--- config.mk ---
export PLATFORM = sky130hd
export DESIGN_NAME = tx_data_path
export DESIGN_NICKNAME = d
export VERILOG_FILES = /design/src/hdl/tx_fifo_store.v /design/src/hdl/tx_data_path.v
export VERILOG_INCLUDE_DIRS = /design/src /design/src/hdl
export SDC_FILE = /design/constraint.sdc
export NUM_CORES = 1
export LEC_CHECK = 0
export BUFFER_PORTS_ARGS = -buffer_cell sky130_fd_sc_hd__buf_2
export CORE_UTILIZATION = 43
export DETAILED_ROUTE_END_ITERATION = 10
export GPL_ROUTABILITY_DRIVEN = 1
export PLACE_DENSITY_LB_ADDON = 0.3
export SLEW_MARGIN = 20
export SYNTH_ARGS = -nofsm -noshare
export SYNTH_HDL_FRONTEND = slang
export SYNTH_SLANG_ARGS = --single-unit
--- constraint.sdc ---
create_clock -name pclk -period 7.3 [get_ports pclk]
set_input_delay 1.46 -clock pclk [delete_from_list [all_inputs] [get_ports pclk]]
set_output_delay 1.46 -clock pclk [all_outputs]
set_load 0.01 [all_outputs]
--- src/hdl/tx_path_defines.vh ---
// constants for the transmit data path
`ifndef TX_PATH_DEFINES_VH
`define TX_PATH_DEFINES_VH
// ==========================
// register byte addresses
`define ADDR_TX_BYTE      12'h000
`define ADDR_TX_FIFO_CTRL 12'h004
`define ADDR_MODE_CTRL    12'h008
`define ADDR_IRQ_STATUS   12'h00C
`define ADDR_IRQ_MASK     12'h010
`define ADDR_SHIFT_STATUS 12'h014
// ==========================
// transmit fifo control fields
`define FFEN_BIT     14
`define TXRST_BIT    13
`define FILL_HI      12
`define FILL_LO      8
`define INT_BIT      7
`define INTCLR_BIT   6
`define IENA_BIT     5
`define LEVEL_HI     4
`define LEVEL_LO     0
// ==========================
// mode control fields
`define BITCNT_HI    2
`define BITCNT_LO    0
`define TXEN_BIT     3
// ==========================
// interrupt status bits
`define EV_FIFO_BIT  0
`define EV_DONE_BIT  1
`define EV_WIDTH     2
// ==========================
// reset values and widths
`define BYTE_RESET   8'h00
`define CTRL_RESET   16'h0000
`define MODE_RESET   4'h0
`define FIFO_DEPTH   16
`define FILL_W       5
`endif

--- src/hdl/tx_fifo_store.v ---
// flip-flop storage for the transmit fifo
`timescale 1ns/1ps
`default_nettype none
module tx_fifo_store #(
  parameter DEPTH = 16,
  parameter AW    = 4
) (
  input  wire          pclk,
  input  wire          presetn,
  input  wire          clear,
  input  wire          push,
  input  wire [7:0]    push_data,
  input  wire          pop,
  output wire [7:0]    head_data,
  output reg  [AW:0]   count_reg
);
  // ==========================
  // storage
  reg [7:0]    mem_reg [0:DEPTH-1];
  reg [AW-1:0] wr_reg;
  reg [AW-1:0] rd_reg;
  wire         do_push = push && (count_reg != DEPTH[AW:0]);
  wire         do_pop  = pop && (count_reg != {(AW+1){1'b0}});
  assign head_data = mem_reg[rd_reg];
  always @(posedge pclk) begin
    if (do_push) begin
      mem_reg[wr_reg] <= push_data;
    end
  end
  // pointers forced to zero while held in reset
  always @(posedge pclk or negedge presetn) begin
    if (!presetn) begin
      wr_reg    <= {AW{1'b0}};
      rd_reg    <= {AW{1'b0}};
      count_reg <= {(AW+1){1'b0}};
    end else if (clear) begin
      wr_reg    <= {AW{1'b0}};
      rd_reg    <= {AW{1'b0}};
      count_reg <= {(AW+1){1'b0}};
    end else begin
      if (do_push) begin
        wr_reg <= wr_reg + 1'b1;
      end
      if (do_pop) begin
        rd_reg <= rd_reg + 1'b1;
      end
      if (do_push && !do_pop) begin
        count_reg <= count_reg + 1'b1;
      end else if (do_pop && !do_push) begin
        count_reg <= count_reg - 1'b1;
      end
    end
  end
endmodule // tx_fifo_store
`default_nettype wire

--- src/hdl/tx_data_path.v ---
// transmit data path with holding register, fifo and serial shifter
// Contract
// RULE1 - the transmit byte holds 1 to 8 bits and the shift width comes from bits_per_byte.
// RULE2 - software sets bits_per_byte first and right-justifies short bytes.
// RULE3 - a written byte is copied into a hidden transmit shift register.
// RULE4 - the shift register is sent on the serial data line one bit at a time.
// RULE5 - in transmit fifo mode writes to the transmit byte register push into the fifo.
// RULE6 - bits 15 to 8 of the transmit byte register read zero, bits 7 to 0 reset to zero.
// RULE7 - bit 14 of the fifo control register enables fifo mode globally; the code also needs bit 13 high for fifo mode.
// RULE8 - bit 13 low holds the transmit fifo in reset with pointer zero, high lets it run.
// RULE9 - bits 12 to 8 report the fifo fill count, 0 to 16.
// RULE10 - the irq flag sets as soon as the fifo is enabled since the count starts at zero.
// RULE11 - software should clear the flag once right after enabling the fifo.
// RULE12 - bit 7 is the read-only irq flag, cleared only by writing the clear bit.
// RULE13 - the flag sets whenever the fill count is at or below the level in bits 4 to 0.
// RULE14 - writing 1 to bit 6 clears the flag, writing 0 does nothing, reads return 0.
// RULE15 - bit 5 enables the flag onto the interrupt.
// RULE16 - each load of the shift register from the fifo pops one entry.
//
// Chosen here: the APB slave port and the register offsets.
`timescale 1ns/1ps
`default_nettype none
`include "tx_path_defines.vh"
module tx_data_path #(
  parameter DEPTH = `FIFO_DEPTH
) (
  input  wire        pclk,
  input  wire        presetn,
  input  wire        psel,
  input  wire        penable,
  input  wire        pwrite,
  input  wire [11:0] paddr,
  input  wire [31:0] pwdata,
  output reg  [31:0] prdata,
  output reg         pready,
  output reg         pslverr,
  input  wire        scl_in,
  input  wire        sda_in,
  output reg         sda_out,
  output reg         sda_oe_n,
  output reg         irq
);
  // ==========================
  // pin synchronisers
  reg  [1:0] scl_sync_reg;
  reg  [1:0] sda_sync_reg;
  reg        scl_prev_reg;
  always @(posedge pclk or negedge presetn) begin
    if (!presetn) begin
      scl_sync_reg <= 2'b11;
      sda_sync_reg <= 2'b11;
      scl_prev_reg <= 1'b1;
    end else begin
      scl_sync_reg <= {scl_sync_reg[0], scl_in};
      sda_sync_reg <= {sda_sync_reg[0], sda_in};
      scl_prev_reg <= scl_sync_reg[1];
    end
  end
  // data changes while the link clock is low
  wire scl_fall = scl_prev_reg && !scl_sync_reg[1];
  // ==========================
  // register storage
  reg  [7:0]           tx_byte_reg;
  reg                  byte_full_reg;
  reg                  ffen_reg;
  reg                  txrst_reg;
  reg                  ienable_reg;
  reg  [4:0]           level_reg;
  reg                  flag_reg;
  reg  [3:0]           mode_reg;
  reg  [`EV_WIDTH-1:0] ev_status_reg;
  reg  [`EV_WIDTH-1:0] ev_mask_reg;
  wire [`FILL_W-1:0]   fill_count;
  wire [7:0]           fifo_head;
  // ==========================
  // apb decode; one wait state, writes land at the edge that sees pready high
  wire access   = psel && penable && !pready;
  wire wr_acc   = psel && penable && pready && pwrite;
  wire wr_byte  = wr_acc && (paddr == `ADDR_TX_BYTE);
  wire wr_ctrl  = wr_acc && (paddr == `ADDR_TX_FIFO_CTRL);
  wire wr_mode  = wr_acc && (paddr == `ADDR_MODE_CTRL);
  wire wr_stat  = wr_acc && (paddr == `ADDR_IRQ_STATUS);
  wire wr_mask  = wr_acc && (paddr == `ADDR_IRQ_MASK);
  wire mapped   = (paddr == `ADDR_TX_BYTE) || (paddr == `ADDR_TX_FIFO_CTRL) ||
                  (paddr == `ADDR_MODE_CTRL) || (paddr == `ADDR_IRQ_STATUS) ||
                  (paddr == `ADDR_IRQ_MASK) || (paddr == `ADDR_SHIFT_STATUS);
  wire fifo_mode = ffen_reg && txrst_reg; // RULE7
  // ==========================
  // shifter state
  localparam ST_IDLE  = 2'b00;
  localparam ST_SHIFT = 2'b01;
  localparam ST_DONE  = 2'b10;
  reg  [1:0] state_reg;
  reg  [7:0] shift_reg;
  reg  [3:0] bits_left_reg;
  wire [3:0] width = (mode_reg[`BITCNT_HI:`BITCNT_LO] == 3'h0) ? 4'h8 :
                     {1'b0, mode_reg[`BITCNT_HI:`BITCNT_LO]}; // RULE1
  wire have_data = fifo_mode ? (fill_count != {`FILL_W{1'b0}}) : byte_full_reg;
  wire load = (state_reg == ST_IDLE) && mode_reg[`TXEN_BIT] && have_data;
  wire pop  = load && fifo_mode; // RULE16
  // ==========================
  // transmit fifo
  tx_fifo_store #(
    .DEPTH (DEPTH),
    .AW    (`FILL_W-1)
  ) u_store (
    .pclk      (pclk),
    .presetn   (presetn),
    .clear     (!txrst_reg),                   // RULE8
    .push      (wr_byte && fifo_mode),         // RULE5
    .push_data (pwdata[7:0]),
    .pop       (pop),
    .head_data (fifo_head),
    .count_reg (fill_count)
  );
  // ==========================
  // registers
  always @(posedge pclk or negedge presetn) begin
    if (!presetn) begin
      tx_byte_reg   <= `BYTE_RESET;
      byte_full_reg <= 1'b0;
      ffen_reg      <= 1'b0;
      txrst_reg     <= 1'b0;
      ienable_reg   <= 1'b0;
      level_reg     <= 5'h00;
      mode_reg      <= `MODE_RESET;
      ev_mask_reg   <= {`EV_WIDTH{1'b0}};
    end else begin
      if (wr_byte && !fifo_mode) begin
        tx_byte_reg   <= pwdata[7:0]; // RULE6
        byte_full_reg <= 1'b1;
      end else if (load && !fifo_mode) begin
        byte_full_reg <= 1'b0;
      end
      if (wr_ctrl) begin
        ffen_reg    <= pwdata[`FFEN_BIT];
        txrst_reg   <= pwdata[`TXRST_BIT];
        ienable_reg <= pwdata[`IENA_BIT];
        level_reg   <= pwdata[`LEVEL_HI:`LEVEL_LO];
      end
      if (wr_mode) begin
        mode_reg <= pwdata[`TXEN_BIT:`BITCNT_LO];
      end
      if (wr_mask) begin
        ev_mask_reg <= pwdata[`EV_WIDTH-1:0];
      end
    end
  end
  // ==========================
  // fifo level flag; a set condition wins over the clear
  wire level_hit = fifo_mode && (fill_count <= level_reg); // RULE13 RULE10
  wire flag_clr  = wr_ctrl && pwdata[`INTCLR_BIT]; // RULE14
  always @(posedge pclk or negedge presetn) begin
    if (!presetn) begin
      flag_reg <= 1'b0;
    end else if (level_hit) begin
      flag_reg <= 1'b1;
    end else if (flag_clr) begin
      flag_reg <= 1'b0; // RULE12
    end
  end
  // ==========================
  // serial shifter, msb first
  always @(posedge pclk or negedge presetn) begin
    if (!presetn) begin
      state_reg     <= ST_IDLE;
      shift_reg     <= 8'h00;
      bits_left_reg <= 4'h0;
      sda_out       <= 1'b1;
      sda_oe_n      <= 1'b1;
    end else begin
      case (state_reg)
        ST_IDLE: begin
          sda_oe_n <= 1'b1;
          if (load) begin
            // align short bytes to the top so the msb goes first
            shift_reg     <= (fifo_mode ? fifo_head : tx_byte_reg) << (4'h8 - width); // RULE3
            bits_left_reg <= width;
            state_reg     <= ST_SHIFT;
          end
        end
        ST_SHIFT: begin
          if (scl_fall) begin
            if (bits_left_reg == 4'h0) begin
              sda_oe_n  <= 1'b1;
              state_reg <= ST_DONE;
            end else begin
              sda_out       <= shift_reg[7]; // RULE4
              sda_oe_n      <= 1'b0;
              shift_reg     <= {shift_reg[6:0], 1'b0};
              bits_left_reg <= bits_left_reg - 4'h1;
            end
          end
        end
        ST_DONE: begin
          state_reg <= ST_IDLE;
        end
        default: begin
          state_reg <= ST_IDLE;
        end
      endcase
    end
  end
  // ==========================
  // event status, write one to clear, set wins
  wire [`EV_WIDTH-1:0] ev_set;
  assign ev_set[`EV_FIFO_BIT] = flag_reg && ienable_reg; // RULE15
  assign ev_set[`EV_DONE_BIT] = (state_reg == ST_DONE);
  always @(posedge pclk or negedge presetn) begin
    if (!presetn) begin
      ev_status_reg <= {`EV_WIDTH{1'b0}};
      irq           <= 1'b0;
    end else begin
      ev_status_reg <= ev_set |
                       (ev_status_reg & ~(wr_stat ? pwdata[`EV_WIDTH-1:0] : {`EV_WIDTH{1'b0}}));
      irq           <= |(ev_status_reg & ev_mask_reg);
    end
  end
  // ==========================
  // read mux
  reg [31:0] rdata_next;
  always @* begin
    rdata_next = 32'h0000_0000;
    case (paddr)
      `ADDR_TX_BYTE:      rdata_next = {24'h00_0000, tx_byte_reg}; // RULE6
      `ADDR_TX_FIFO_CTRL: rdata_next = {17'h0_0000, ffen_reg, txrst_reg, fill_count, // RULE9
                                        flag_reg, 1'b0, ienable_reg, level_reg};
      `ADDR_MODE_CTRL:    rdata_next = {28'h000_0000, mode_reg};
      `ADDR_IRQ_STATUS:   rdata_next = {30'h0000_0000, ev_status_reg};
      `ADDR_IRQ_MASK:     rdata_next = {30'h0000_0000, ev_mask_reg};
      `ADDR_SHIFT_STATUS: rdata_next = {26'h000_0000, bits_left_reg, state_reg};
      default:            rdata_next = 32'h0000_0000;
    endcase
  end
  always @(posedge pclk or negedge presetn) begin
    if (!presetn) begin
      prdata  <= 32'h0000_0000;
      pready  <= 1'b0;
      pslverr <= 1'b0;
    end else begin
      pready  <= access;
      pslverr <= access && !mapped;
      prdata  <= access ? rdata_next : 32'h0000_0000;
    end
  end
endmodule // tx_data_path
`default_nettype wire

==> results.md, run 1 <==
- H-tree levels: 1
- Drt via density: between 5 and 6
- Largest family of logic cells by synthesized area: multiplexers
- Syn Inst Count: 658
- VDD IR max: around 0.20 mV
- Placed instance count: between 900 and 1000
- Largest net degree at the start of global routing: 77
- Highest Clock Rate: around 240 MHz
- Synthesized area per cell: around 14 sq um
- Initial antenna violation count: 0
- Slew Limit Fails: 0
- Period Utilization, post-route: between 50% and 60%
- Post-CTS setup buffers: 0
- Hold-fix buffers, CTS: 0
- Core ar.: approximately 0.021 sq mm
- Fraction of the mapped netlist area in compound gates: a little over 8%
- Simple-gate share of the synthesized area: 10.12%
- CTS tree: done
- Critical-path top delay cell: nor4_4
- Dpl cell area: between 0.009 and 0.01 sq mm
- Worst EP arrival: 4.58 ns
- Nets: slightly below 800
- Die X: around 150 um
- Cells along the critical path: buf_2 -> nor4_2 -> nand4_1 -> nor4_4 -> nand2_1 -> fa_1 -> a21o_1 -> a21oi_1 -> nor3_1 -> a21oi_1 -> mux2i_1
- Setup TNS: 0 ns
- Adder-Cell Fraction of Synth Area: ~2.3%
- Rel. slew slack: between 30% and 40%
- MaxCap Viol Count: 0
- Final GP Congestion: roughly 0.90
- Initial drt markers: roughly 360
- Synth cell types: between 60 and 70
- Xor/xnor cell area share of the yosys netlist: less than 1%
- First-pass GRT wire length: between 30000 and 40000 um
- DRC viols: 0
- Post-synthesis mux area share: 12.15%
- Critical Path End Type: flip-flop
- Routed WL: between 15000 and 20000 um
- YS warnings: 0
- Starting Density: between 40% and 50%
- RSZ-0062 raised after global routing: false
- Status: finished, final reports clean
- Critical path's top delay family: simple AND/OR/NAND/NOR gates
- Clk buf depth: 3
- Hold slack: about 0.36 ns
- Gr ovfl total: 0
- Area delta synth->final: 11.99%
- Max reg flops: about 130
- Critical path class: input pin to flip-flop
- Post-Syn Area: roughly 0.0092 sq mm
- Buffers and inverters on the worst path: 1
- CP peak stage delay: between 0.7 and 0.8 ns
- Clock Skews: ~0.012 ns
- CP Data Required Time: 7.71 ns
- Final setup vio count: 0
- Clock Pin Slew Worst Setup and Hold Paths: 0.06 ns
- # diodes: 0
- Most Frequent Cell on Critical Path: a21oi_1
- Main synth FF type: edfxtp_1
- Min-Delay Path Class: flip-flop to flip-flop
- Non-filler cells, final: roughly 1000
- Share of layout cells above drive strength 1: 20.25%
- Seq/Total Area, Yosys: 62.43%
- First-pass DRT Iterations: 5
- Overall power: roughly 2.3 mW
- Vias in the first global route: about 5600
- Post-route minimum period: roughly 4.2 ns
- Port Buffers: 47
- Die area: 0.02202 sq mm
- Design Area, Final: 0.01032 sq mm
- PwrDens: 227.5 mW/mm^2
- Worst-path fanout max: 9
- Average wire per standard cell: slightly below 20 um
- Ys async rst share: between 30% and 40%
- Floorplan row count: 53
- Static Leak: 3.934 nW
- Gates resized, CTS repair: 0
- Vias: 5588
- Clock Latency Late Sink: ~0.50 ns
- Dpl hpwl: 13160 um
- Number of flops mapped to enable cells by yosys: about 130
- Clock tree sinks: 204
- Routed Antenna Nets: 0
- Gr usage total: around 18%
- Worst Tran Pin Value: 0.9534 ns
- TritonCTS Buffers: 21
- Fillers: approximately 1800
- Final Hold Vio Count: 0
- Yosys reg bits: around 200
- Setup crit start kind: input pin
- DIE HEIGHT: around 150 um
- I/O pin total: 88
- Clock Tree Root: clkbuf_16
cell families (layout without fill, tap and decap cells):
| logic type | after synthesis | after routing |
|---|---|---|
| other | 1 | 17 |
| xor gates and xnor gates | 10 | 10 |
| AOI/OAI and AO/OA | 104 | 104 |
| buffers and inverters | 67 | 114 |
| DFF | 204 | 204 |
| adders and majority gates | 16 | 16 |
| muxes | 72 | 72 |
| and+or+nand+nor | 184 | 184 |
final cells by class:
| class | count | area [sq um] | area share [%] |
|---|---|---|---|
| inverters | 22 | 82.58 | 0.8003 |
| flip-flops and latches | 204 | 5753 | 55.75 |
| well taps | 275 | 344.1 | 3.335 |
| clock buffers | 28 | 561.8 | 5.444 |
| repair buffers | 54 | 290.3 | 2.813 |
| multi-input cells | 403 | 3163 | 30.65 |
| clock inverters | 10 | 123.9 | 1.200 |
report_power, final:
part,switching [mW],internal (mW)
clock network,0.423,0.647
registers,0.00101,1.23
logic,0.0358,0.00912
total,0.459,1.89
final timing paths:
kind                            slack, ns            start  depth (start not counted)                    to
worst max-delay path                 3.13         paddr[7]                         11  u_store.count_reg[4]
worst min-delay path                 0.36  scl_sync_reg[0]                          0       scl_sync_reg[1]
worst max register to register       3.55        txrst_reg                          9  u_store.count_reg[4]
worst min register to register       0.36  scl_sync_reg[0]                          0       scl_sync_reg[1]
max in group asynchronous            5.53          presetn                          1     u_store.rd_reg[1]
min in group asynchronous            1.12          presetn                          1            prdata[13]
synthesized netlist by cell type (all sizes together), types with 6 or more instances:
master  number  share of area, %
inv         21              0.86
and2        27               1.8
nand3       13              0.71
nand2       48               2.0
xnor2        9              0.86
nor2        41               1.7
a22oi       12               1.1
nand2b       6              0.41
nor2b        9              0.61
mux4        28               6.9
buf         31               2.4
clkbuf      14              0.57
nor3        16              0.87
dfrtp       71                19
a22o         6              0.57
mux2        23               2.8
mux2i       21               2.4
a21oi       15              0.81
nand4        6              0.41
a31oi       10              0.75
edfxtp     128                42
ha          15               2.0
o21ai       17              0.92
routing by layer:
layer	GRT usage (%)	part of all wire [%]
met1	24.93	44
met2	31.17	49
met3	2.423	5.6
met4	4.639	2.1
met5	0	0
placed cells by master (no fill, tap or decap), drive strengths merged, types with 4 or more instances in the layout:
cell,count
a211oi,4
a21o,4
a21oi,15
a22o,6
a22oi,12
a31oi,10
and2,27
buf,54
clkbuf,28
clkinv,7
conb,17
dfrtp,71
dfstp,5
edfxtp,128
ha,15
inv,22
mux2,23
mux2i,21
mux4,28
nand2,48
nand2b,6
nand3,13
nand4,6
nor2,41
nor2b,9
nor3,16
nor4,4
o211ai,5
o21ai,17
o22a,4
o22ai,5
xnor2,9
stage by stage:
| stage | worst slack, ns | util (%) |
|---|---|---|
| floorplan | 3.441 | - |
| global placement | 2.851 | 45.82 |
| detailed placement | 2.673 | 45.82 |
| CTS | 3.190 | 49.09 |
| global route | 3.008 | 49.09 |
| finish | 3.129 | 49.09 |
Power figures use the tool's default switching activity.
==> run 2, diff against run 1 <==
--- a/config.mk
+++ b/config.mk
@@ -6,6 +6,7 @@
 export SDC_FILE = /design/constraint.sdc
 export NUM_CORES = 1
 export LEC_CHECK = 0
+export ABC_AREA = 1
 export BUFFER_PORTS_ARGS = -buffer_cell sky130_fd_sc_hd__buf_2
 export CORE_UTILIZATION = 43
 export DETAILED_ROUTE_END_ITERATION = 10
==> constraint.sdc (replaced) <==
create_clock -name pclk -period 3.9 [get_ports pclk]
set_input_delay 0.78 -clock pclk [delete_from_list [all_inputs] [get_ports pclk]]
set_output_delay 0.78 -clock pclk [all_outputs]
set_load 0.01 [all_outputs]
==> results.md, run 2 <==
- Setup TNS: 0 ns
- Yosys reg bits: between 200 and 250
- Worst EP arrival: around 3.3 ns
- Routed WL: roughly 20000 um
- CP startpoint: txrst_reg
- Largest net degree at the start of global routing: 77
- Seq/Total Area, Yosys: slightly above 60%
- CTS tree: done
- I/O pin total: 88
- H-tree levels: 1
- Area delta synth->final: 11.43%
- Core ar.: around 0.021 sq mm
- TritonCTS Buffers: 22
- Min-Delay Path Class: flip-flop to flip-flop
- Clock Tree Root: clkbuf_16
- Met3 Usage GRT: about 2.7%
- Ys async rst share: 37.25%
- Syn Inst Count: a little over 900
- Synth area leader: edfxtp_1
- Rel. slew slack: around 36%
- Average wire per standard cell: 15.93 um
- Routed Antenna Nets: 0
- Worst-path fanout max: 16
- Die X: approximately 150 um
- Clk buf depth: 3
- Initial antenna violation count: 0
- Area of the multi-input gates: around 0.0031 sq mm
- Largest cells by area after synthesis: edfxtp_1, dfrtp_1, nand2_1, nand3_1, inv_1
- Most utilized layer in the global route result: met2
- Post-route minimum period: around 2.9 ns
- Final GP Congestion: ~0.8
- First-pass DRT Iterations: 5
- Hold-fix buffers, CTS: 0
- Post-CTS setup buffers: 0
- Highest Clock Rate: ~350 MHz
- Synth cell types: 47
- Gr usage total: roughly a fifth
- Final Hold Vio Count: 0
- Die area: ~0.022 sq mm
- Starting Density: between 40 and 50%
- Main synth FF type: edfxtp_1
- Critical path class: flip-flop to flip-flop
- Overall power: 4.413 mW
- Vias in the first global route: approximately 6100
- Clock Latency Late Sink: 0.50 ns
- Min-delay src: scl_sync_reg[0]
- Post-synth top cells: nand2_1, nand3_1, edfxtp_1, dfrtp_1, inv_1
- Top-count cell post-synth: nand2_1
- Most frequent cells in the layout: nand2_1, nand3_1, edfxtp_1, dfrtp_1, inv_1
- Share of layout cells above drive strength 1: between 10% and 20%
- Top cell type's share of synthesized area: between 40% and 50%
- Reg area: 0.005753 sq mm
- Nets: between 1000 and 1500
- Gr ovfl total: 0
- VDD IR max: ~0.34 mV
- RR Startpoint: txrst_reg
- Worst Tran Pin Value: between 0.9 and 1 ns
- Commonest non-fill, non-tap cell in the layout: nand2_1
- Status: finished, final reports clean
- Floorplan row count: 53
- RSZ-0062 raised after global routing: false
- First-pass GRT wire length: 32240 um
- DIE HEIGHT: 149.6 um
- Drt via density: 5.144
- Number of flops mapped to enable cells by yosys: ~130
- DRC viols: 0
- Static Leak: about 4.3 nW
- Port Buffers: 47
- Final setup margin: about 1.0 ns
- Max reg flops: ~130
- Dpl ws: slightly above 0.8 ns
- # diodes: 0
- MaxCap Viol Count: 0
- Clock tree sinks: 204
- Met1 Use GR: 26.22%
- Critical Path End Type: flip-flop
- CP Data Required Time: 4.29 ns
- Synthesized area per cell: about 10 sq um
- Final setup vio count: 0
- PwrDens: 422.7 mW/mm^2
- Met2 GRT Util: between 20% and 30%
- Setup crit start kind: flip-flop
- Initial drt markers: roughly 370
- YS warnings: 0
- Vias: about 6500
- Post-Syn Area: about 0.0094 sq mm
- Clock Pin Slew Worst Setup and Hold Paths: around 0.060 ns
- Slew Limit Fails: 0
- Gates resized, CTS repair: 0
- Clock Skews: roughly 0.011 ns
- Dpl hpwl: 13030 um
- Fillers: 1967
- Period Utilization, post-route: between 70% and 80%
-- run 2: final timing paths --
check,slack [ns],cells past startpoint,endpoint
worst max-delay path,1.02,11,u_store.count_reg[4]
min in group asynchronous,0.44,1,shift_reg[2]
worst min-delay path,0.36,0,scl_sync_reg[1]
worst min register to register,0.36,0,scl_sync_reg[1]
worst max register to register,1.02,11,u_store.count_reg[4]
max in group asynchronous,2.78,1,u_store.rd_reg[0]
-- run 2: critical path, cell delays in order, from the launching register on --
cell     delay [ns]
dfrtp_1        0.56
nand2_2        0.25
inv_1          0.53
nand3_2        0.27
nand2_4        0.19
ha_1           0.28
a21oi_1        0.16
nand2_1        0.08
xor2_1         0.15
xor2_1         0.16
nand3_1        0.07
o21ai_1        0.07
-- run 2: routing by layer --
layer  routed length, um  vias to the layer above
li1                    -                     3219
met1                9361                     3124
met2                9442                      150
met3                 896                       35
met4                 515                        0
met5                   0                        -
-- run 2: kinds of logic (layout without fill, tap and decap cells) --
family	count (synthesis)	in the layout	share of synthesized area, %
XOR/XNOR	6	6	0.5610
flip-flops	204	204	61.40
buffers and inverters	124	169	6.625
multiplexers	2	2	0.2404
other	1	17	0.04003
AND/OR/NAND/NOR	480	480	23.01
adder cells (fa/ha/maj)	16	16	2.217
AO/OA/AOI/OAI	100	100	5.904
-- run 2: metrics by stage --
| stage | std cells | area (sq um) | hold WS (ns) | utilization, % |
|---|---|---|---|---|
| final | 1269 | 10440 | 0.3558 | 49.19 |
| after global routing | 1269 | 10440 | 0.3600 | 49.19 |
| after CTS | 1269 | 10440 | 0.3540 | 49.19 |
| after detailed placement | 1229 | 9736 | 0.3482 | 45.88 |
| after global placement | 1229 | 9736 | 0.3467 | 45.88 |
| after floorplan | 949 | 9428 | 0.3452 | - |
-- run 2: power breakdown --
part,total [mW],internal (mW),switching (mW)
Combinational,0.0785,0.0149,0.0636
Clock,2.03,1.20,0.823
Sequential,2.31,2.31,0.00154
-- run 2: final cells by class --
type                            instances  area share, %
Inverter                               74          2.733
Timing Repair Buffer                   55          2.853
Clock buffer                           26          5.621
Multi-Input combinational cell        621          29.27
Tap cell                              275          3.296
Clock inverter                         14          1.115
Sequential cell                       204          55.11
